## config.mk

```make
export PLATFORM = sky130hd
export DESIGN_NAME = gex_regs
export DESIGN_NICKNAME = d
export VERILOG_FILES = /design/src/core/gex_pkg.sv /design/src/core/gex_regs.sv /design/src/core/gex_sync.sv
export SDC_FILE = /design/constraint.sdc
export NUM_CORES = 1
export LEC_CHECK = 0
export BUFFER_PORTS_ARGS = -buffer_cell sky130_fd_sc_hd__buf_2
export CORE_MARGIN = 5
export CORE_UTILIZATION = 30
export CTS_CLUSTER_SIZE = 28
export DETAILED_ROUTE_END_ITERATION = 10
export MAX_ROUTING_LAYER = met4
export SYNTH_ARGS = -nofsm -noshare
export SYNTH_HDL_FRONTEND = slang
export SYNTH_HIERARCHICAL = 1
export SYNTH_SLANG_ARGS = --single-unit
```

## constraint.sdc

```tcl
create_clock -name clk -period 5.3 [get_ports clk]
set_input_delay 0 -clock clk [delete_from_list [all_inputs] [get_ports clk]]
set_output_delay 0 -clock clk [all_outputs]
set_load 0.01 [all_outputs]
```

## src/core/gex_pkg.sv

```systemverilog
// Register map, reset values and state layout of the GPIO expander
package gex_pkg;

    // ------------------------------------------------------------
    // Geometry
    // ------------------------------------------------------------
    localparam int GEX_PINS = 8;
    localparam int GEX_CODE_W = 2;
    localparam int GEX_PTR_W = 8;

    // ------------------------------------------------------------
    // Register offsets (command byte values)
    // ------------------------------------------------------------
    localparam logic [7:0] GEX_PIN_LEVEL = 8'h00;
    localparam logic [7:0] GEX_OUTPUT_LEVEL = 8'h01;
    localparam logic [7:0] GEX_INPUT_INVERT = 8'h02;
    localparam logic [7:0] GEX_PIN_DIRECTION = 8'h03;
    localparam logic [7:0] GEX_DRIVE_STRENGTH_LOW = 8'h40;
    localparam logic [7:0] GEX_DRIVE_STRENGTH_HIGH = 8'h41;
    localparam logic [7:0] GEX_LATCH_SELECT = 8'h42;
    localparam logic [7:0] GEX_PULL_ENABLE = 8'h43;
    localparam logic [7:0] GEX_PULL_DIRECTION = 8'h44;
    localparam logic [7:0] GEX_IRQ_MASK = 8'h45;
    localparam logic [7:0] GEX_IRQ_SOURCE = 8'h46;
    localparam logic [7:0] GEX_OUTPUT_STAGE_SELECT = 8'h4f;

    // Pointer bit that selects the extended bank
    localparam int GEX_EXT_BIT = 6;

    // ------------------------------------------------------------
    // Reset values
    // ------------------------------------------------------------
    localparam logic [7:0] GEX_RST_OUTPUT_LEVEL = 8'hff;
    localparam logic [7:0] GEX_RST_INPUT_INVERT = 8'h00;
    localparam logic [7:0] GEX_RST_PIN_DIRECTION = 8'hff;
    localparam logic [7:0] GEX_RST_DRIVE_STRENGTH = 8'hff;
    localparam logic [7:0] GEX_RST_LATCH_SELECT = 8'h00;
    localparam logic [7:0] GEX_RST_PULL_ENABLE = 8'h00;
    localparam logic [7:0] GEX_RST_PULL_DIRECTION = 8'hff;
    localparam logic [7:0] GEX_RST_IRQ_MASK = 8'hff;
    localparam logic [7:0] GEX_RST_ZERO = 8'h00;

    // Open-drain select sits in bit 0 of its register
    localparam int GEX_OPEN_DRAIN_BIT = 0;

    // ------------------------------------------------------------
    // Complete state of the register block
    // ------------------------------------------------------------
    typedef struct packed {
        logic [7:0] ptr;
        logic [7:0] output_level;
        logic [7:0] input_invert;
        logic [7:0] pin_direction;
        logic [15:0] drive_strength;
        logic [7:0] latch_select;
        logic [7:0] pull_enable;
        logic [7:0] pull_direction;
        logic [7:0] irq_mask;
        logic open_drain_select;
        logic [7:0] ref_level;
        logic [7:0] cap_valid;
        logic [7:0] cap_level;
        logic [7:0] snap_level;
        logic snap_is_pin_level;
        logic scl_prev;
        logic [7:0] rd_data;
        logic [7:0] pin_out;
        logic [7:0] pin_oe;
        logic [7:0] pull_connect;
        logic [7:0] pull_up;
        logic [15:0] strength_code;
        logic int_oe;
    } gex_state_t;

endpackage

```

## src/core/gex_regs.sv

```systemverilog
// Register set, pin control and change interrupt of the 8-bit GPIO expander
`timescale 1ns/1ps
module gex_regs
    import gex_pkg::*;
#(
    parameter int PINS = GEX_PINS,
    parameter int SYNC_STAGES = 2
) (
    input wire logic clk,
    input wire logic rst,
    input wire logic ce,
    input wire logic reset_pin_n,
    input wire logic scl,
    input wire logic ptr_wr,
    input wire logic [7:0] ptr_data,
    input wire logic wr_stb,
    input wire logic [7:0] wr_data,
    input wire logic rd_stb,
    input wire logic rd_ack_phase,
    output logic [7:0] rd_data,
    input wire logic [PINS-1:0] pin_in,
    output logic [PINS-1:0] pin_out,
    output logic [PINS-1:0] pin_oe,
    output logic [PINS-1:0] pull_connect,
    output logic [PINS-1:0] pull_up,
    output logic [2*PINS-1:0] strength_code,
    output logic int_n_oe
);

    // ------------------------------------------------------------
    // Parameter check
    // ------------------------------------------------------------
    if (PINS != GEX_PINS) begin : g_bad_pins
        $error("gex_regs register map serves exactly eight pins");
    end

    // ------------------------------------------------------------
    // Synchronisers for pins, serial clock and reset pin
    // ------------------------------------------------------------
    logic [PINS-1:0] pin_s;
    logic scl_s;
    logic reset_pin_n_s;

    // Port pins into the clock domain
    gex_sync #(
        .WIDTH(PINS),
        .STAGES(SYNC_STAGES),
        .INIT('0)
    ) u_pin_sync (
        .clk(clk),
        .rst(rst),
        .ce(ce),
        .d(pin_in),
        .q(pin_s)
    );

    // Serial clock and reset pin share one two-bit synchroniser
    gex_sync #(
        .WIDTH(2),
        .STAGES(SYNC_STAGES),
        .INIT(2'h3)
    ) u_ctl_sync (
        .clk(clk),
        .rst(rst),
        .ce(ce),
        .d({scl, reset_pin_n}),
        .q({scl_s, reset_pin_n_s})
    );

    gex_state_t s_q;
    gex_state_t s_d;

    // ------------------------------------------------------------
    // Per-pin change detection and reported level
    // ------------------------------------------------------------
    logic [PINS-1:0] is_input;
    logic [PINS-1:0] raw_level;
    logic [PINS-1:0] level_now;
    logic [PINS-1:0] pending;
    logic [PINS-1:0] irq_source;
    logic [PINS-1:0] new_capture;

    assign is_input = s_q.pin_direction;

    // One slice of change logic per port pin
    for (genvar i = 0; i < PINS; i++) begin : g_pin
        // Captured level shown only while the pin is still latched
        assign raw_level[i] = (s_q.cap_valid[i] & s_q.latch_select[i])
            ? s_q.cap_level[i]
            : pin_s[i];
        // Inversion applies to input pins only
        assign level_now[i] = raw_level[i] ^ (s_q.input_invert[i] & is_input[i]);
        // A held capture or a live difference from reference is pending
        assign pending[i] = is_input[i]
            & (s_q.cap_valid[i] | (pin_s[i] != s_q.ref_level[i]));
        // Masked pins never show as a source
        assign irq_source[i] = pending[i] & ~s_q.irq_mask[i];
        // Latched input that moved away from reference captures new level
        assign new_capture[i] = is_input[i] & s_q.latch_select[i] & ~s_q.cap_valid[i]
            & (pin_s[i] != s_q.ref_level[i]);
    end

    // ------------------------------------------------------------
    // Read multiplexer
    // ------------------------------------------------------------
    logic [7:0] read_value;

    // Pointer decode; pointer itself has no read path
    always_comb begin
        if (s_q.ptr == GEX_PIN_LEVEL) begin
            // Live or captured pin levels, inverted where asked
            read_value = level_now;
        end else if (s_q.ptr == GEX_OUTPUT_LEVEL) begin
            // Stored output levels, not the pins
            read_value = s_q.output_level;
        end else if (s_q.ptr == GEX_INPUT_INVERT) begin
            // Invert bits
            read_value = s_q.input_invert;
        end else if (s_q.ptr == GEX_PIN_DIRECTION) begin
            // Direction bits
            read_value = s_q.pin_direction;
        end else if (s_q.ptr == GEX_DRIVE_STRENGTH_LOW) begin
            // Strength codes of pins 0 to 3
            read_value = s_q.drive_strength[7:0];
        end else if (s_q.ptr == GEX_DRIVE_STRENGTH_HIGH) begin
            // Strength codes of pins 4 to 7
            read_value = s_q.drive_strength[15:8];
        end else if (s_q.ptr == GEX_LATCH_SELECT) begin
            // Latch select bits
            read_value = s_q.latch_select;
        end else if (s_q.ptr == GEX_PULL_ENABLE) begin
            // Pull enable bits
            read_value = s_q.pull_enable;
        end else if (s_q.ptr == GEX_PULL_DIRECTION) begin
            // Pull direction bits
            read_value = s_q.pull_direction;
        end else if (s_q.ptr == GEX_IRQ_MASK) begin
            // Mask bits
            read_value = s_q.irq_mask;
        end else if (s_q.ptr == GEX_IRQ_SOURCE) begin
            // Unmasked pending pins
            read_value = irq_source;
        end else if (s_q.ptr == GEX_OUTPUT_STAGE_SELECT) begin
            // Stage select with reserved bits as zero
            read_value = {7'h00, s_q.open_drain_select};
        end else begin
            // Holes in the map read as zero
            read_value = GEX_RST_ZERO;
        end
    end

    // ------------------------------------------------------------
    // Next-state logic
    // ------------------------------------------------------------
    logic scl_rise;
    logic read_clear;
    logic [PINS-1:0] clear_ref;

    // Serial clock rise, idle level high after reset
    assign scl_rise = scl_s & ~s_q.scl_prev;
    // Clear happens on the acknowledge bit of a pin level read
    assign read_clear = rd_ack_phase & scl_rise & s_q.snap_is_pin_level;
    // Held captures re-arm on the live level, others on what was reported
    assign clear_ref = (s_q.snap_level & ~s_q.cap_valid) | (pin_s & s_q.cap_valid);

    always_comb begin
        s_d = s_q;
        s_d.scl_prev = scl_s;

        // Command byte loads the pointer
        if (ptr_wr) begin
            s_d.ptr = ptr_data;
        end

        // Register writes decoded from the pointer
        if (wr_stb) begin
            if (s_q.ptr == GEX_OUTPUT_LEVEL) begin
                // Levels for output pins
                s_d.output_level = wr_data;
            end else if (s_q.ptr == GEX_INPUT_INVERT) begin
                // Input polarity
                s_d.input_invert = wr_data;
            end else if (s_q.ptr == GEX_PIN_DIRECTION) begin
                // Pin directions
                s_d.pin_direction = wr_data;
            end else if (s_q.ptr == GEX_DRIVE_STRENGTH_LOW) begin
                // Strength codes of pins 0 to 3
                s_d.drive_strength[7:0] = wr_data;
            end else if (s_q.ptr == GEX_DRIVE_STRENGTH_HIGH) begin
                // Strength codes of pins 4 to 7
                s_d.drive_strength[15:8] = wr_data;
            end else if (s_q.ptr == GEX_LATCH_SELECT) begin
                // Latch selects; held captures stay pending
                s_d.latch_select = wr_data;
            end else if (s_q.ptr == GEX_PULL_ENABLE) begin
                // Pull enables
                s_d.pull_enable = wr_data;
            end else if (s_q.ptr == GEX_PULL_DIRECTION) begin
                // Pull directions
                s_d.pull_direction = wr_data;
            end else if (s_q.ptr == GEX_IRQ_MASK) begin
                // Masks take effect on the next edge
                s_d.irq_mask = wr_data;
            end else if (s_q.ptr == GEX_OUTPUT_STAGE_SELECT) begin
                // Only the stage select bit is stored
                s_d.open_drain_select = wr_data[GEX_OPEN_DRAIN_BIT];
            end
            // Pin level, source and unlisted pointers ignore writes
        end

        // Byte load for transmit: answer and remember what was reported
        if (rd_stb) begin
            s_d.rd_data = read_value;
            s_d.snap_level = raw_level;
            s_d.snap_is_pin_level = (s_q.ptr == GEX_PIN_LEVEL);
        end

        // Latched inputs capture a change and hold it
        for (int i = 0; i < PINS; i++) begin
            if (new_capture[i]) begin
                s_d.cap_valid[i] = 1'b1;
                s_d.cap_level[i] = pin_s[i];
            end
        end

        // Read clear: reference becomes the level that was reported, or the live level for held captures,
        // so a change after the byte was loaded stays pending unless a capture holds it
        if (read_clear) begin
            s_d.ref_level = clear_ref;
            // A capture that differs from the new reference is a fresh change
            s_d.cap_valid = new_capture & (pin_s ^ s_q.snap_level);
        end

        // Registered pin controls
        // Output level goes to the pad unchanged
        s_d.pin_out = s_d.output_level;
        // Open-drain stages drive only the low level
        s_d.pin_oe = ~s_d.pin_direction
            & ~({PINS{s_d.open_drain_select}} & s_d.output_level);
        // Resistors stay off on open-drain output pins
        s_d.pull_connect = s_d.pull_enable
            & ~(~s_d.pin_direction & {PINS{s_d.open_drain_select}});
        // Pull direction only matters while connected
        s_d.pull_up = s_d.pull_direction;
        // Two bits per pin, pin n at bits 2n+1 and 2n
        s_d.strength_code = s_d.drive_strength;
        // Any unmasked pending pin pulls the line
        s_d.int_oe = |irq_source;

        // Reset pin returns everything to defaults
        if (!reset_pin_n_s) begin
            // Clear everything, then load the non-zero defaults
            s_d = '0;
            // Keep edge history so release brings no false rise
            s_d.scl_prev = scl_s;
            // Register defaults
            s_d.output_level = GEX_RST_OUTPUT_LEVEL;
            s_d.pin_direction = GEX_RST_PIN_DIRECTION;
            s_d.drive_strength = {GEX_RST_DRIVE_STRENGTH, GEX_RST_DRIVE_STRENGTH};
            s_d.pull_direction = GEX_RST_PULL_DIRECTION;
            s_d.irq_mask = GEX_RST_IRQ_MASK;
            // Present pins become the reference, so nothing is pending
            s_d.ref_level = pin_s;
            // Pin controls follow the defaults at once
            s_d.pin_out = GEX_RST_OUTPUT_LEVEL;
            s_d.pull_up = GEX_RST_PULL_DIRECTION;
            s_d.strength_code = {GEX_RST_DRIVE_STRENGTH, GEX_RST_DRIVE_STRENGTH};
        end
    end

    // ------------------------------------------------------------
    // State register
    // ------------------------------------------------------------
    always_ff @(posedge clk or posedge rst) begin
        if (rst) begin
            // Constants only; zero first, then defaults
            s_q <= '0;
            // Serial clock idles high
            s_q.scl_prev <= 1'b1;
            // Register defaults
            s_q.output_level <= GEX_RST_OUTPUT_LEVEL;
            s_q.input_invert <= GEX_RST_INPUT_INVERT;
            s_q.pin_direction <= GEX_RST_PIN_DIRECTION;
            s_q.drive_strength <= {GEX_RST_DRIVE_STRENGTH, GEX_RST_DRIVE_STRENGTH};
            s_q.latch_select <= GEX_RST_LATCH_SELECT;
            s_q.pull_enable <= GEX_RST_PULL_ENABLE;
            s_q.pull_direction <= GEX_RST_PULL_DIRECTION;
            s_q.irq_mask <= GEX_RST_IRQ_MASK;
            // Pin controls matching the defaults
            s_q.pin_out <= GEX_RST_OUTPUT_LEVEL;
            s_q.pull_up <= GEX_RST_PULL_DIRECTION;
            s_q.strength_code <= {GEX_RST_DRIVE_STRENGTH, GEX_RST_DRIVE_STRENGTH};
        end else if (ce) begin
            // Clock enable low freezes all state
            s_q <= s_d;
        end
    end

    // Outputs straight from the state register
    assign rd_data = s_q.rd_data;
    assign pin_out = s_q.pin_out;
    assign pin_oe = s_q.pin_oe;
    assign pull_connect = s_q.pull_connect;
    assign pull_up = s_q.pull_up;
    assign strength_code = s_q.strength_code;
    assign int_n_oe = s_q.int_oe;

endmodule

```

## src/core/gex_sync.sv

```systemverilog
// Level synchroniser of STAGES stages, two by default, for signals from outside the clock domain
`timescale 1ns/1ps
module gex_sync #(
    parameter int WIDTH = 8,
    parameter int STAGES = 2,
    parameter logic [WIDTH-1:0] INIT = '0
) (
    input wire logic clk,
    input wire logic rst,
    input wire logic ce,
    input wire logic [WIDTH-1:0] d,
    output logic [WIDTH-1:0] q
);

    // ------------------------------------------------------------
    // Parameter check
    // ------------------------------------------------------------
    if (STAGES < 2) begin : g_bad_stages
        $error("gex_sync needs at least two stages");
    end

    logic [STAGES-1:0][WIDTH-1:0] chain_q;

    // Shift chain; only the last stage is visible
    always_ff @(posedge clk or posedge rst) begin
        if (rst) begin
            chain_q <= {STAGES{INIT}};
        end else if (ce) begin
            chain_q <= {chain_q[STAGES-2:0], d};
        end
    end

    assign q = chain_q[STAGES-1];

endmodule

```

# --- Word level (Yosys, flattened, before mapping) ---
# Cells that the tools add are included.
# W data, S select, Z words.
word_totals:
  reg_bits: 192
  input_bits: 33
  output_inout_bits: 57
op_classes:
  eq_ne: 50
  n_mux: 62
  bitwise: 105
  reduce_logical: 24
op_table:
  columns: ["op", "n"]
  rows:
  - ["$mux W8", 23]
  - ["$mux W172", 1]
  - ["$mux W73", 1]
  - ["$mux W33", 2]
  - ["$mux W65", 1]
  - ["$eq A8 B7 Y1 const B", 8]
  - ["$and A1 B1 Y1", 59]
  - ["$mux W57", 1]
  - ["$and A8 B8 Y8", 7]
  - ["$mux W49", 1]
  - ["$ne A2 B2 Y1 const B", 23]
  - ["$reduce_and A2 Y1", 19]
  - ["$not A8 Y8", 4]
  - ["$mux W1", 27]
  - ["$mux W25", 1]
  - ["$ne A3 B3 Y1 const B", 8]
  - ["$mux W9", 2]
  - ["$mux W17", 1]
  - ["$not A1 Y1", 17]
  - ["$eq A8 B2 Y1 const B", 2]
  - ["$mux W16", 1]
  - ["$reduce_and A11 Y1", 1]
  - ["$eq A8 B1 Y1 const B", 1]
  - ["$logic_not A8 Y1", 1]
  - ["8 further kinds", 29]

# --- Depth between registers and ports, before layout ---
# Gate-level depths: netlist (run 1).
depth:
  word_depth: 17
  mapped_depth: 9

# --- Cells and area by module ---
# The synthesis (run 1) kept the hierarchy.
by_module_without_submodules:
  columns: ["module", "instances", "cells_each", "area_each_um2"]
  rows:
  - ["gex_regs", 1, 903, 8353.0]
  - ["gex_sync (u_pin_sync)", 1, 43, 713.2]
  - ["gex_sync (u_ctl_sync)", 1, 11, 168.9]

# --- Worst setup path before layout (run 1) ---
# Ideal clock, no wire load.
synth_path:
  path_type: "flip-flop to flip-flop"
  startpoint: "register u_ctl_sync.chain_q (netlist bit u_ctl_sync/q[0])"
  endpoint: "register s_q (netlist bit rd_data[1])"
  t_arrival_ps: 1901
  path_slack_ps: 3314
  path_stages_with_launch: 9
  path_buffers: 4
  period_less_slack_ps: 1986
  cell_sequence: "dfstp_2 > buf_4 > buf_2 > clkinv_1 > o21ai_0 > buf_2 > buf_2 > nand2_1 > a32oi_1"
synth_via:
  elab_chain_cells: 2
synth_rtl:
  columns: ["element", "line", "rtl"]
  rows:
  - ["start, declared", "gex_sync.sv:22", "logic [STAGES-1:0][WIDTH-1:0] chain_q;"]
  - ["start signal, assigned", "gex_sync.sv:27", "chain_q <= {STAGES{INIT}};"]
  - ["start signal, assigned", "gex_sync.sv:29", "chain_q <= {chain_q[STAGES-2:0], d};"]
  - ["$ne A2 B2 Y1 (no line)", null, null]
  - ["$reduce_and A2 Y1 (no line)", null, null]
  - ["end, declared", "gex_regs.sv:70", "gex_state_t s_q;"]
# Several ways; a longest one is shown, not always the timed one.
# A chain may end at the register's enable or synchronous reset.

# --- Worst setup path after layout (run 1) ---
layout_path:
  startpoint: "register s_q[164] (netlist name)"
  endpoint: "register s_q (netlist bit pull_connect[0])"
layout_via:
  elab_chain_cells: 16
layout_rtl:
  columns: ["element", "line", "rtl"]
  rows:
  - ["$eq A8 B7 Y1", "gex_regs.sv:204", "end else if (s_q.ptr == GEX_OUTPUT_STAGE_SELECT) begin"]
  - ["$mux W1", "gex_regs.sv:204", null]
  - ["$mux W1", "gex_regs.sv:201", "end else if (s_q.ptr == GEX_IRQ_MASK) begin"]
  - ["$mux W9", "gex_regs.sv:198", "end else if (s_q.ptr == GEX_PULL_DIRECTION) begin"]
  - ["$mux W17", "gex_regs.sv:195", "end else if (s_q.ptr == GEX_PULL_ENABLE) begin"]
  - ["$mux W25", "gex_regs.sv:192", "end else if (s_q.ptr == GEX_LATCH_SELECT) begin"]
  - ["$mux W33", "gex_regs.sv:189", "end else if (s_q.ptr == GEX_DRIVE_STRENGTH_HIGH) begin"]
  - ["$mux W33", "gex_regs.sv:186", "end else if (s_q.ptr == GEX_DRIVE_STRENGTH_LOW) begin"]
  - ["$mux W49", "gex_regs.sv:183", "end else if (s_q.ptr == GEX_PIN_DIRECTION) begin"]
  - ["$mux W57", "gex_regs.sv:180", "end else if (s_q.ptr == GEX_INPUT_INVERT) begin"]
  - ["$mux W65 *", "gex_regs.sv:177", "if (s_q.ptr == GEX_OUTPUT_LEVEL) begin"]
  - ["$mux W73 *", "gex_regs.sv:176", "if (wr_stb) begin"]
  - ["$and A8 B8 Y8", "gex_regs.sv:242", "& ~(~s_d.pin_direction & {PINS{s_d.open_drain_select}});"]
  - ["$not A8 Y8", "gex_regs.sv:242", null]
  - ["$and A8 B8 Y8 *", "gex_regs.sv:242", null]
  - ["$mux W172 *", "gex_regs.sv:251", "if (!reset_pin_n_s) begin"]
# Every way passes the cells marked *; elsewhere a longest branch is shown, timed or not. The select of a mux whose other input is x is not followed.

==> flow_summary.json, run 1 <==
{
  "timing.hold.worst_endpoint": "s_q[168]$_DFFE_PP0P_",
  "report.final.slew_viol_count": 0,
  "worstPathMaxFanout": 30,
  "fin_skew_ps": 11.0,
  "switchingPower_mw": 1.26,
  "rows": 64,
  "grt.overflow.total": 0,
  "routed-via-count": 7594,
  "avgViaCountPerCell": 5.50,
  "cts_htree_levels": 4,
  "netlist-cell-type-count": 62,
  "grt_start_max_net_pins": 100,
  "cp_data_arrival_time_ps": 3040,
  "place_congestion": 0.937,
  "final.fill_count": 3093,
  "numPortBuffers": 89,
  "syn_area_sq_mm": 0.00924,
  "power.switching_fraction_pct": 33.2,
  "cts_tree": "built",
  "postLayoutCellArea_sq_mm": 0.0103,
  "hold_viol_final": 0,
  "ff2ff_path_depth": 5,
  "intPower_mw": 2.52,
  "finalSetupViolations": 0,
  "chipHeight_um": 185,
  "hold_path.class": "input port to flop",
  "asyncSetResetFlopFracSynth_pct": 100,
  "worstReg2RegStart": "s_q[164]$_DFFE_PP0P_",
  "timing.final.crit_share_pct": 51.3,
  "setup_total_negative_slack_ps": 0,
  "ff_latch_area_sq_mm": 0.00407,
  "synth_cells": 957,
  "die_w_um": 185,
  "clockRootBuffer": "sky130_fd_sc_hd__clkbuf_16",
  "postRouteWirelength_um": 29500,
  "drv.max_cap_violation_count": 0,
  "end_kind": "flop",
  "drt.antenna.violating_nets": 0,
  "warnings_synthesis": 6,
  "io_pins": 90,
  "timing.setup.critical_path_class": "flop to flop",
  "area_of_the_multi_input_gates_sq_mm": 0.00428,
  "ctsLongestPathBuffers": 2,
  "relSlewSlack_pct": 22.9,
  "post_route_cells_drive_above_1_share_pct": 24.9,
  "ir_worst_vdd_uv": 226,
  "initial_antenna_violation_count": 1,
  "clkLatencyLatePin_ps": 430,
  "detailed_routing_iterations_pass_1": 5,
  "tightest_slew_ps": 1150,
  "synth_nets": 990,
  "die_area_sq_mm": 0.0344,
  "clockPowerShare_pct": 34.5,
  "combinational_group_share_of_total_power_pct": 22.1,
  "status": "completed",
  "clk_pin_slew_ps": 70,
  "whs_path_cells": 2,
  "total_number_of_clock_tree_sinks": 160,
  "worstSetupStartpointType": "flop",
  "syn_area_per_cell_sq_um": 9.65,
  "drt_drc_violations_left": 0,
  "edff_count_synth": 0,
  "detail_route.wl_per_cell_um": 21.3,
  "p_seq_share_pct": 43.4,
  "grt_first_pass_wirelength_um": 45400,
  "yosys_register_bits": 160,
  "required_time_reported_for_the_critical_path_endpoint_ps": 5620,
  "initial_core_util_pct": 30.3,
  "synth_seq_area_share_pct": 44.1,
  "hold_start": "ptr_wr",
  "cts_setup_buffers": 0,
  "finish.net_count": 1003,
  "powerDensity_mw_per_mm2": 366,
  "coreArea_sq_mm": 0.0305,
  "placement.cell_area_sq_mm": 0.00945,
  "layout_min_cycle_time_ps": 2720,
  "synth-main-ff-cell": "sky130_fd_sc_hd__dfrtp_1",
  "rrSetupSlack_ps": 2580,
  "drt_first_iter_violations": 822,
  "highest_clock_rate_mhz": 368,
  "detailed_place_hpwl_um": 20400,
  "static-leakage-power_nw": 4.36,
  "cts-buffers-inserted": 17,
  "grt_usage_pct": 17.6,
  "crit-reg2reg-capture": "pull_connect[0]$_DFFE_PP0P_",
  "grt_pass1_vias": 7178,
  "synthToLayoutAreaGrowth_pct": 11.8,
  "grt_setup_unrepaired": "no"
}
## how the worst max path moves through the flow
stage | slack (ps) | from | endpoint
after global routing | 2420 | s_q[164]$_DFFE_PP0P_ | s_q[113]$_DFFE_PP0P_
after floorplan | 1630 | rst | int_n_oe$_DFFE_PP0P_
after CTS | 2610 | s_q[164]$_DFFE_PP0P_ | pull_connect[0]$_DFFE_PP0P_
after detailed placement | 2650 | s_q[164]$_DFFE_PP0P_ | pull_connect[0]$_DFFE_PP0P_
final | 2580 | s_q[164]$_DFFE_PP0P_ | pull_connect[0]$_DFFE_PP0P_
after global placement | 2690 | s_q[164]$_DFFE_PP0P_ | pull_connect[0]$_DFFE_PP0P_
## power groups by stage
| stage | Combinational [mW] | Sequential, mW | Clock, mW |
|---|---|---|---|
| 6_report | 0.836 | 1.64 | 1.30 |
| 2_1_floorplan | 0.718 | 1.54 | 0 |
| 3_5_place_dp | 0.812 | 1.65 | 0 |
| 4_1_cts | 0.830 | 1.63 | 1.32 |
| 5_1_grt | 0.919 | 1.66 | 1.38 |
| 3_3_place_gp | 0.801 | 1.65 | 0 |
## sequential cells by signal (all words and copies together) (netlist names)
register,flops
s_q,107
is_input,8
pin_oe,8
pull_connect,8
rd_data,8
u_pin_sync/chain_q,8
u_pin_sync/q,8
u_ctl_sync/chain_q,2
u_ctl_sync/q,2
int_n_oe,1
## worst max-delay path, stage by stage (launching register included)
cell                      delay (ps)
sky130_fd_sc_hd__dfrtp_1         700
sky130_fd_sc_hd__buf_4           400
sky130_fd_sc_hd__and3_1          280
sky130_fd_sc_hd__nand4_2         460
sky130_fd_sc_hd__mux2_1          500
sky130_fd_sc_hd__a32o_1          250
## repair_timing
action / CTS / global route
endpoints found under the hold margin: 134 / 0
resized for setup: 0 / 0
hold buffers: 27 / 0
## cell families after synthesis
kind of cell | share of synthesized area (%)
buf+inv | 9.59
xor+xnor | 2.18
compound gates | 22.9
simple gates | 14.0
mux | 7.25
flops | 44.1
## cells in the final DEF, fill, tap and decap left out, drive strengths merged, types with 9 or more instances in the layout
cell,n
a31oi,25
a2bb2oi,21
o22ai,17
dlygate4sd3,27
a21oi,44
mux2i,17
xor2,23
nor3,9
buf,100
inv,24
dfstp,53
a32o,15
clkbuf,19
nor2,48
nand2,113
a22o,19
dfrtp,107
nand3b,12
mux2,41
o21ai,72
a22oi,12
o2bb2ai,20
a32oi,18
a21o,15
nand4,17
nor2b,21
## cells in the mapped netlist, drive strengths merged (16+ instances only)
cell,n,area [sq um]
nand2,113,444
dfrtp,107,2680
buf,99,693
o21ai,72,360
dfstp,53,1390
nor2,48,185
a21oi,44,228
mux2,41,499
clkbuf,34,129
a31oi,25,156
xor2,23,201
a2bb2oi,21,184
nor2b,21,131
o2bb2ai,20,175
a22o,19,166
a32oi,18,158
mux2i,17,170
nand4,17,113
o22ai,17,106
inv,16,60.1
## area by class of cell
cell class	count	area share, %
Tap cell	396	4.80
Clock inverter	13	1.68
Antenna cell	1	0.0242
Timing Repair Buffer	127	7.73
Inverter	17	0.667
Clock buffer	19	4.19
Multi-Input combinational cell	647	41.5
Sequential cell	160	39.4
## per-layer routing
metal | GRT usage (%) | up-vias | routed length [um]
met5 | - | - | 0
met4 | 4.93 | 0 | 727
met3 | 3.62 | 51 | 2390
met2 | 24.7 | 352 | 12500
met1 | 25.8 | 3736 | 13900
li1 | - | 3455 | -
## stage by stage
| step | utilization (%) | setup slack, ps | power [mW] | hold WS (ps) | cells |
|---|---|---|---|---|---|
| final | 33.8 | 2580 | 3.78 | 17.8 | 1380 |
| after CTS | 33.8 | 2610 | 3.78 | 0.919 | 1379 |
| after floorplan | - | 1630 | 2.26 | -86.3 | 957 |
| after global placement | 31.0 | 2690 | 2.45 | 149 | 1320 |
| after detailed placement | 31.0 | 2650 | 2.46 | 151 | 1320 |
| after global routing | 33.8 | 2420 | 3.96 | 33.5 | 1380 |
(Power assumes the default switching activity.)
==> run 2: changes to the inputs <==
==> constraint.sdc (replaced) <==
create_clock -name clk -period 2.6 [get_ports clk]
set_input_delay 0 -clock clk [delete_from_list [all_inputs] [get_ports clk]]
set_output_delay 0 -clock clk [all_outputs]
set_load 0.01 [all_outputs]
==> run 2 against run 1 <==
  * Register-to-register slack got worse by 2300 ps
  * Combinational power grew 120%
  * Clock power grew 98%
  * First-iteration DRC count fell by 2.3%
  * Largest power group unchanged
  * Count of clock-buffer cells in the layout grew 4
  * Wire length up 4.4%
  * Sequential cell count stayed put
  * Sequential power is 100% higher
  * Highest routed layer unchanged
  * Core utilization grew 0.64 points
  * Non-clock buffer count rose by 24
==> flow_summary.json, run 2 (synthesis gave the netlist of run 1 again) <==
{
  "highest_clock_rate_mhz": 434,
  "grt_usage_pct": 18.5,
  "hold_path.class": "input port to flop",
  "layout.cells.most_common_list": "sky130_fd_sc_hd__dfrtp_1 (107), sky130_fd_sc_hd__nand2_1 (105), sky130_fd_sc_hd__buf_2 (89), sky130_fd_sc_hd__o21ai_0 (69), sky130_fd_sc_hd__dfstp_2 (53)",
  "clk_pin_slew_ps": 70,
  "detailed_routing_iterations_pass_1": 8,
  "drt.antenna.violating_nets": 0,
  "required_time_reported_for_the_critical_path_endpoint_ps": 2900,
  "regMostFlops": "s_q",
  "postCtsHoldBufs": 26,
  "synthToLayoutAreaGrowth_pct": 13.9,
  "relSlewSlack_pct": 53.3,
  "numPortBuffers": 89,
  "grt_first_pass_wirelength_um": 47000,
  "rows": 64,
  "grt_setup_unrepaired": "no",
  "coreArea_sq_mm": 0.0305,
  "drv.max_cap_violation_count": 0,
  "status": "completed",
  "finalSetupViolations": 0,
  "worst_path_buf_inv": 0,
  "chipHeight_um": 185,
  "ctsLongestPathBuffers": 2,
  "total_number_of_clock_tree_sinks": 160,
  "finish.net_count": 1027,
  "post_route_cells_drive_above_1_share_pct": 26.7,
  "initial_antenna_violation_count": 0,
  "io_pins": 90,
  "worstSetupStartpointType": "flop",
  "fin_skew_ps": 16.9,
  "hold_viol_final": 0,
  "layoutNonFillerInstCount": 1403,
  "grt_start_max_net_pins": 63,
  "tightest_slew_ps": 680,
  "timing.final.crit_share_pct": 88.6,
  "worstPathMaxFanout": 7,
  "place_congestion": 0.982,
  "mostFrequentLayoutCell": "sky130_fd_sc_hd__dfrtp_1",
  "critPathTopFamily": "simple AND/OR/NAND/NOR gates",
  "timing.setup.critical_path_class": "flop to flop",
  "path_cells": "or4_1, nor2_1, nand2_1, o21ai_0, a32oi_1",
  "hold-worst-slack_ps": 23.7,
  "num_antenna_cells": 0,
  "cp_data_arrival_time_ps": 2600,
  "drt_drc_violations_left": 0,
  "routed-via-count": 7741,
  "cts_htree_levels": 4,
  "cts-buffers-inserted": 17,
  "cts_tree": "built",
  "detail_route.wl_per_cell_um": 21.9,
  "setup_ws_ps": 297,
  "setup_total_negative_slack_ps": 0,
  "critPathMaxStageDelay_ps": 730,
  "finalPower_mw": 7.69,
  "grt_pass1_vias": 7511,
  "crit_slowest_cell": "sky130_fd_sc_hd__or4_1",
  "grt.overflow.total": 0,
  "detailed_place_hpwl_um": 22400,
  "die_w_um": 185,
  "die_area_sq_mm": 0.0344,
  "drt_first_iter_violations": 803,
  "initial_core_util_pct": 30.3,
  "postRouteWirelength_um": 30800,
  "end_kind": "flop",
  "layout_min_cycle_time_ps": 2300,
  "avgViaCountPerCell": 5.52,
  "cts_setup_buffers": 0,
  "cells_resized_by_post_cts_repair": 0,
  "clkLatencyLatePin_ps": 430,
  "report.final.slew_viol_count": 0,
  "dp_slack_ps": 299,
  "number_of_flip_flops_in_the_largest_register": 107,
  "clockRootBuffer": "sky130_fd_sc_hd__clkbuf_16",
  "powerDensity_mw_per_mm2": 730,
  "ir_worst_vdd_uv": 432,
  "placedCellCount": 1345,
  "static-leakage-power_nw": 4.48
}
run 2: cell count changes in the layout (fill, tap and decap cells not counted), sizes merged:
cell,delta
clkbuf,+4
dlygate4sd3,-1
buf,+25
diode,-1
inv,-3
clkinvlp,+1
bufinv,-2
run 2: where the power goes:
part	switching, mW	internal, mW	leakage, nW
Sequential	0.420	2.88	1.97
Combinational	1.04	0.762	2.21
Clock	1.10	1.48	0.294
run 2: per-stage QoR:
stage / cell area (sq um) / util [%]
final: 10500 / 34.5
after global routing: 10500 / 34.5
after CTS: 10500 / 34.5
after detailed placement: 9670 / 31.7
after global placement: 9670 / 31.7
after floorplan: 9240 / -
run 2: routing by layer:
metal | wire, um | part of all wire [%] | vias up | global-route usage, %
met2 | 13200 | 43 | 340 | 25.9
met1 | 14400 | 47 | 3851 | 26.9
li1 | - | - | 3510 | -
met3 | 2350 | 7.6 | 40 | 3.50
met5 | 0 | 0 | - | -
met4 | 822 | 2.7 | 0 | 5.73
run 2: path summary, 6_finish.rpt:
path                                            start                      end  slack (ps)  cells past startpoint
worst max-delay path             s_q[168]$_DFFE_PP0P_   rd_data[1]$_DFFE_PP0P_         300                      5
worst min-delay path                      ptr_data[0]     s_q[164]$_DFFE_PP0P_          20                      5
worst max register to register   s_q[168]$_DFFE_PP0P_   rd_data[1]$_DFFE_PP0P_         300                      5
worst min register to register  pin_oe[7]$_DFFE_PP0P_    pin_oe[7]$_DFFE_PP0P_         490                      1
max in group asynchronous                         rst  is_input[5]$_DFFE_PP1P_        1610                      4
min in group asynchronous                         rst      s_q[64]$_DFFE_PP0P_         220                      3
run 2: tightest hold or removal path, stage by stage:
cell and delay, ps:
sky130_fd_sc_hd__buf_2 80, sky130_fd_sc_hd__nand3_1 90, sky130_fd_sc_hd__o21ai_0 100, sky130_fd_sc_hd__nand2_1 60
sky130_fd_sc_hd__o21ai_0 60
run 2: final cells by class:
type	count	area, sq um
well taps	396	495
clock inverters	9	91.3
inverters	17	67.6
multi-input cells	647	4280
flip-flops and latches	160	4070
repair buffers	151	1010
fillers	3099	20000
clock buffers	23	500
==> run 3: changes to the inputs <==
==> constraint.sdc (replaced) <==
create_clock -name clk -period 2.8 [get_ports clk]
set_input_delay 0 -clock clk [delete_from_list [all_inputs] [get_ports clk]]
set_output_delay 0 -clock clk [all_outputs]
set_load 0.01 [all_outputs]
==> run 3 against run 2 <==
  * Combinational power fell by 8%
  * Final cell count fell by 0.29%
  * Sequential cell count did not move
==> flow_summary.json, run 3 (synthesis gave the netlist of run 1 again) <==
{
  "power.switching_fraction_pct": 34.1,
  "worst_path_buf_inv": 1,
  "timing.final.crit_share_pct": 82.1,
  "drt_first_iter_violations": 651,
  "grt_usage_pct": 18.1,
  "intPower_mw": 4.72,
  "hold-worst-slack_ps": 10.5,
  "timing.hold.worst_endpoint": "s_q[166]$_DFFE_PP0P_",
  "grtUsageMet3_pct": 3.34,
  "postCtsHoldBufs": 27,
  "finalSetupViolations": 0,
  "timing.setup.critical_path_class": "flop to flop",
  "routed-via-count": 7750,
  "detailed_routing_iterations_pass_1": 7,
  "grt_pass1_vias": 7443,
  "cp_data_arrival_time_ps": 2670,
  "critPathMaxStageDelay_ps": 520,
  "dp_slack_ps": 549,
  "chipHeight_um": 185,
  "combinational_group_share_of_total_power_pct": 23.2,
  "tightest_slew_ps": 811,
  "mostFrequentLayoutCell": "sky130_fd_sc_hd__dfrtp_1",
  "worstPathMaxFanout": 13,
  "post_route_cells_drive_above_1_share_pct": 26.5,
  "number_of_flip_flops_in_the_largest_register": 107,
  "layout.cells.most_common_list": "sky130_fd_sc_hd__dfrtp_1 (107), sky130_fd_sc_hd__nand2_1 (105), sky130_fd_sc_hd__buf_2 (89), sky130_fd_sc_hd__o21ai_0 (69), sky130_fd_sc_hd__dfstp_2 (53)",
  "status": "completed",
  "hold_path.class": "input port to flop",
  "grt_start_max_net_pins": 141,
  "globalRouteMet1Util_pct": 26.3,
  "crit_slowest_cell": "sky130_fd_sc_hd__dfrtp_1",
  "crit-reg2reg-capture": "s_q[107]$_DFFE_PP1P_",
  "static-leakage-power_nw": 4.45,
  "fin_skew_ps": 21.1,
  "ff2ff_path_depth": 6,
  "initial_antenna_violation_count": 0,
  "finish.net_count": 1023,
  "drt_drc_violations_left": 0,
  "whs_path_cells": 2,
  "layout_min_cycle_time_ps": 2300,
  "rrSetupSlack_ps": 500,
  "clockPowerShare_pct": 34.1,
  "worstSetupStartpointType": "flop",
  "avgViaCountPerCell": 5.54,
  "detail_route.wl_per_cell_um": 21.6,
  "report.final.slew_viol_count": 0,
  "ir_worst_vdd_uv": 402,
  "drv.max_cap_violation_count": 0,
  "ctsLongestPathBuffers": 2,
  "numPortBuffers": 89,
  "relSlewSlack_pct": 44.4,
  "detailed_place_hpwl_um": 21400,
  "cts_tree": "built",
  "clkLatencyLatePin_ps": 450,
  "p_seq_share_pct": 42.7,
  "worstReg2RegStart": "s_q[170]$_DFFE_PP0P_",
  "path_cells": "nor4b_2, buf_4, nand4b_1, o31ai_1, and2_1, mux2_2",
  "grt_first_pass_wirelength_um": 46400,
  "met2_usage_pct": 25.5,
  "grt_most_used_layer": "met1",
  "clockRootBuffer": "sky130_fd_sc_hd__clkbuf_16",
  "highest_clock_rate_mhz": 435,
  "setup_total_negative_slack_ps": 0,
  "required_time_reported_for_the_critical_path_endpoint_ps": 3170,
  "initial_core_util_pct": 30.3,
  "drt.antenna.violating_nets": 0,
  "layout.core_utilization_pct": 34.4,
  "clk_pin_slew_ps": 70,
  "io_pins": 90,
  "coreArea_sq_mm": 0.0305,
  "switchingPower_mw": 2.44,
  "num_antenna_cells": 0,
  "cts-buffers-inserted": 17,
  "grt_setup_unrepaired": "no",
  "end_kind": "flop",
  "die_w_um": 185,
  "grt.overflow.total": 0,
  "rows": 64,
  "place_congestion": 0.961,
  "hold_viol_final": 0,
  "total_number_of_clock_tree_sinks": 160,
  "die_area_sq_mm": 0.0344,
  "cts_setup_buffers": 0,
  "postRouteWirelength_um": 30200,
  "hold_start": "ptr_wr",
  "synthToLayoutAreaGrowth_pct": 13.5,
  "powerDensity_mw_per_mm2": 683,
  "cts_htree_levels": 4,
  "setup_ws_ps": 502,
  "cells_resized_by_post_cts_repair": 0,
  "regMostFlops": "s_q",
  "critPathTopFamily": "simple AND/OR/NAND/NOR gates"
}
[run 3: changes by cell type in the layout (fill, tap and decap cells not counted), sizes merged]
| cell | previous run | this run |
|---|---|---|
| clkinv | 3 | 4 |
| clkbuf | 23 | 20 |
| clkinvlp | 1 | 2 |
| dlygate4sd3 | 26 | 27 |
| inv | 21 | 22 |
| buf | 125 | 120 |
[run 3: routing by layer]
metal / vias up / routed length, um
met5: - / 0
met4: 0 / 737
met3: 44 / 2410
met2: 376 / 12900
met1: 3826 / 14200
li1: 3504 / -
[run 3: cell type report]
type / count / area, sq um
inverter: 17 / 67.6
multi-input combinational: 647 / 4280
fill: 3093 / 20000
clock inverter: 12 / 138
sequential: 160 / 4070
tap: 396 / 495
timing repair buffer: 147 / 961
clock buffer: 20 / 468
[run 3: how the worst max path moves through the flow]
stage / to / cells after the start / slack [ps] / startpoint
CTS: s_q[107]$_DFFE_PP1P_ / 6 / 550 / s_q[170]$_DFFE_PP0P_
detailed placement: s_q[107]$_DFFE_PP1P_ / 6 / 550 / s_q[170]$_DFFE_PP0P_
finish: s_q[107]$_DFFE_PP1P_ / 6 / 500 / s_q[170]$_DFFE_PP0P_
floorplan: rd_data[1]$_DFFE_PP0P_ / 8 / 810 / u_ctl_sync/q[0]$_DFFE_PP1P_
global route: s_q[107]$_DFFE_PP1P_ / 6 / 350 / s_q[170]$_DFFE_PP0P_
global placement: s_q[131]$_DFFE_PP1P_ / 7 / 590 / s_q[164]$_DFFE_PP0P_
[run 3: worst reg2reg max path: cells and delay by family (launching register included)]
kind	cells	cell delay (ps)
AND/OR/NAND/NOR	3	840
flip-flops	1	520
multiplexers	1	390
AO/OA/AOI/OAI	1	260
buffers and inverters	1	230
[run 3: through the flow]
stage               area, sq um  instances  total power, mW
detailed placement         9610       1340             4.71
global placement           9610       1340             4.67
finish                    10500       1399             7.16
floorplan                  9240        957             4.27
CTS                       10500       1399             7.19
global route              10500       1399             7.51
[run 3: power groups by stage]
stage	Sequential, mW	Clock, mW	Combinational (mW)
floorplan	2.91	0	1.36
global placement	3.08	0	1.59
detailed placement	3.09	0	1.62
CTS	3.05	2.48	1.65
global route	3.10	2.58	1.82
finish	3.06	2.44	1.66
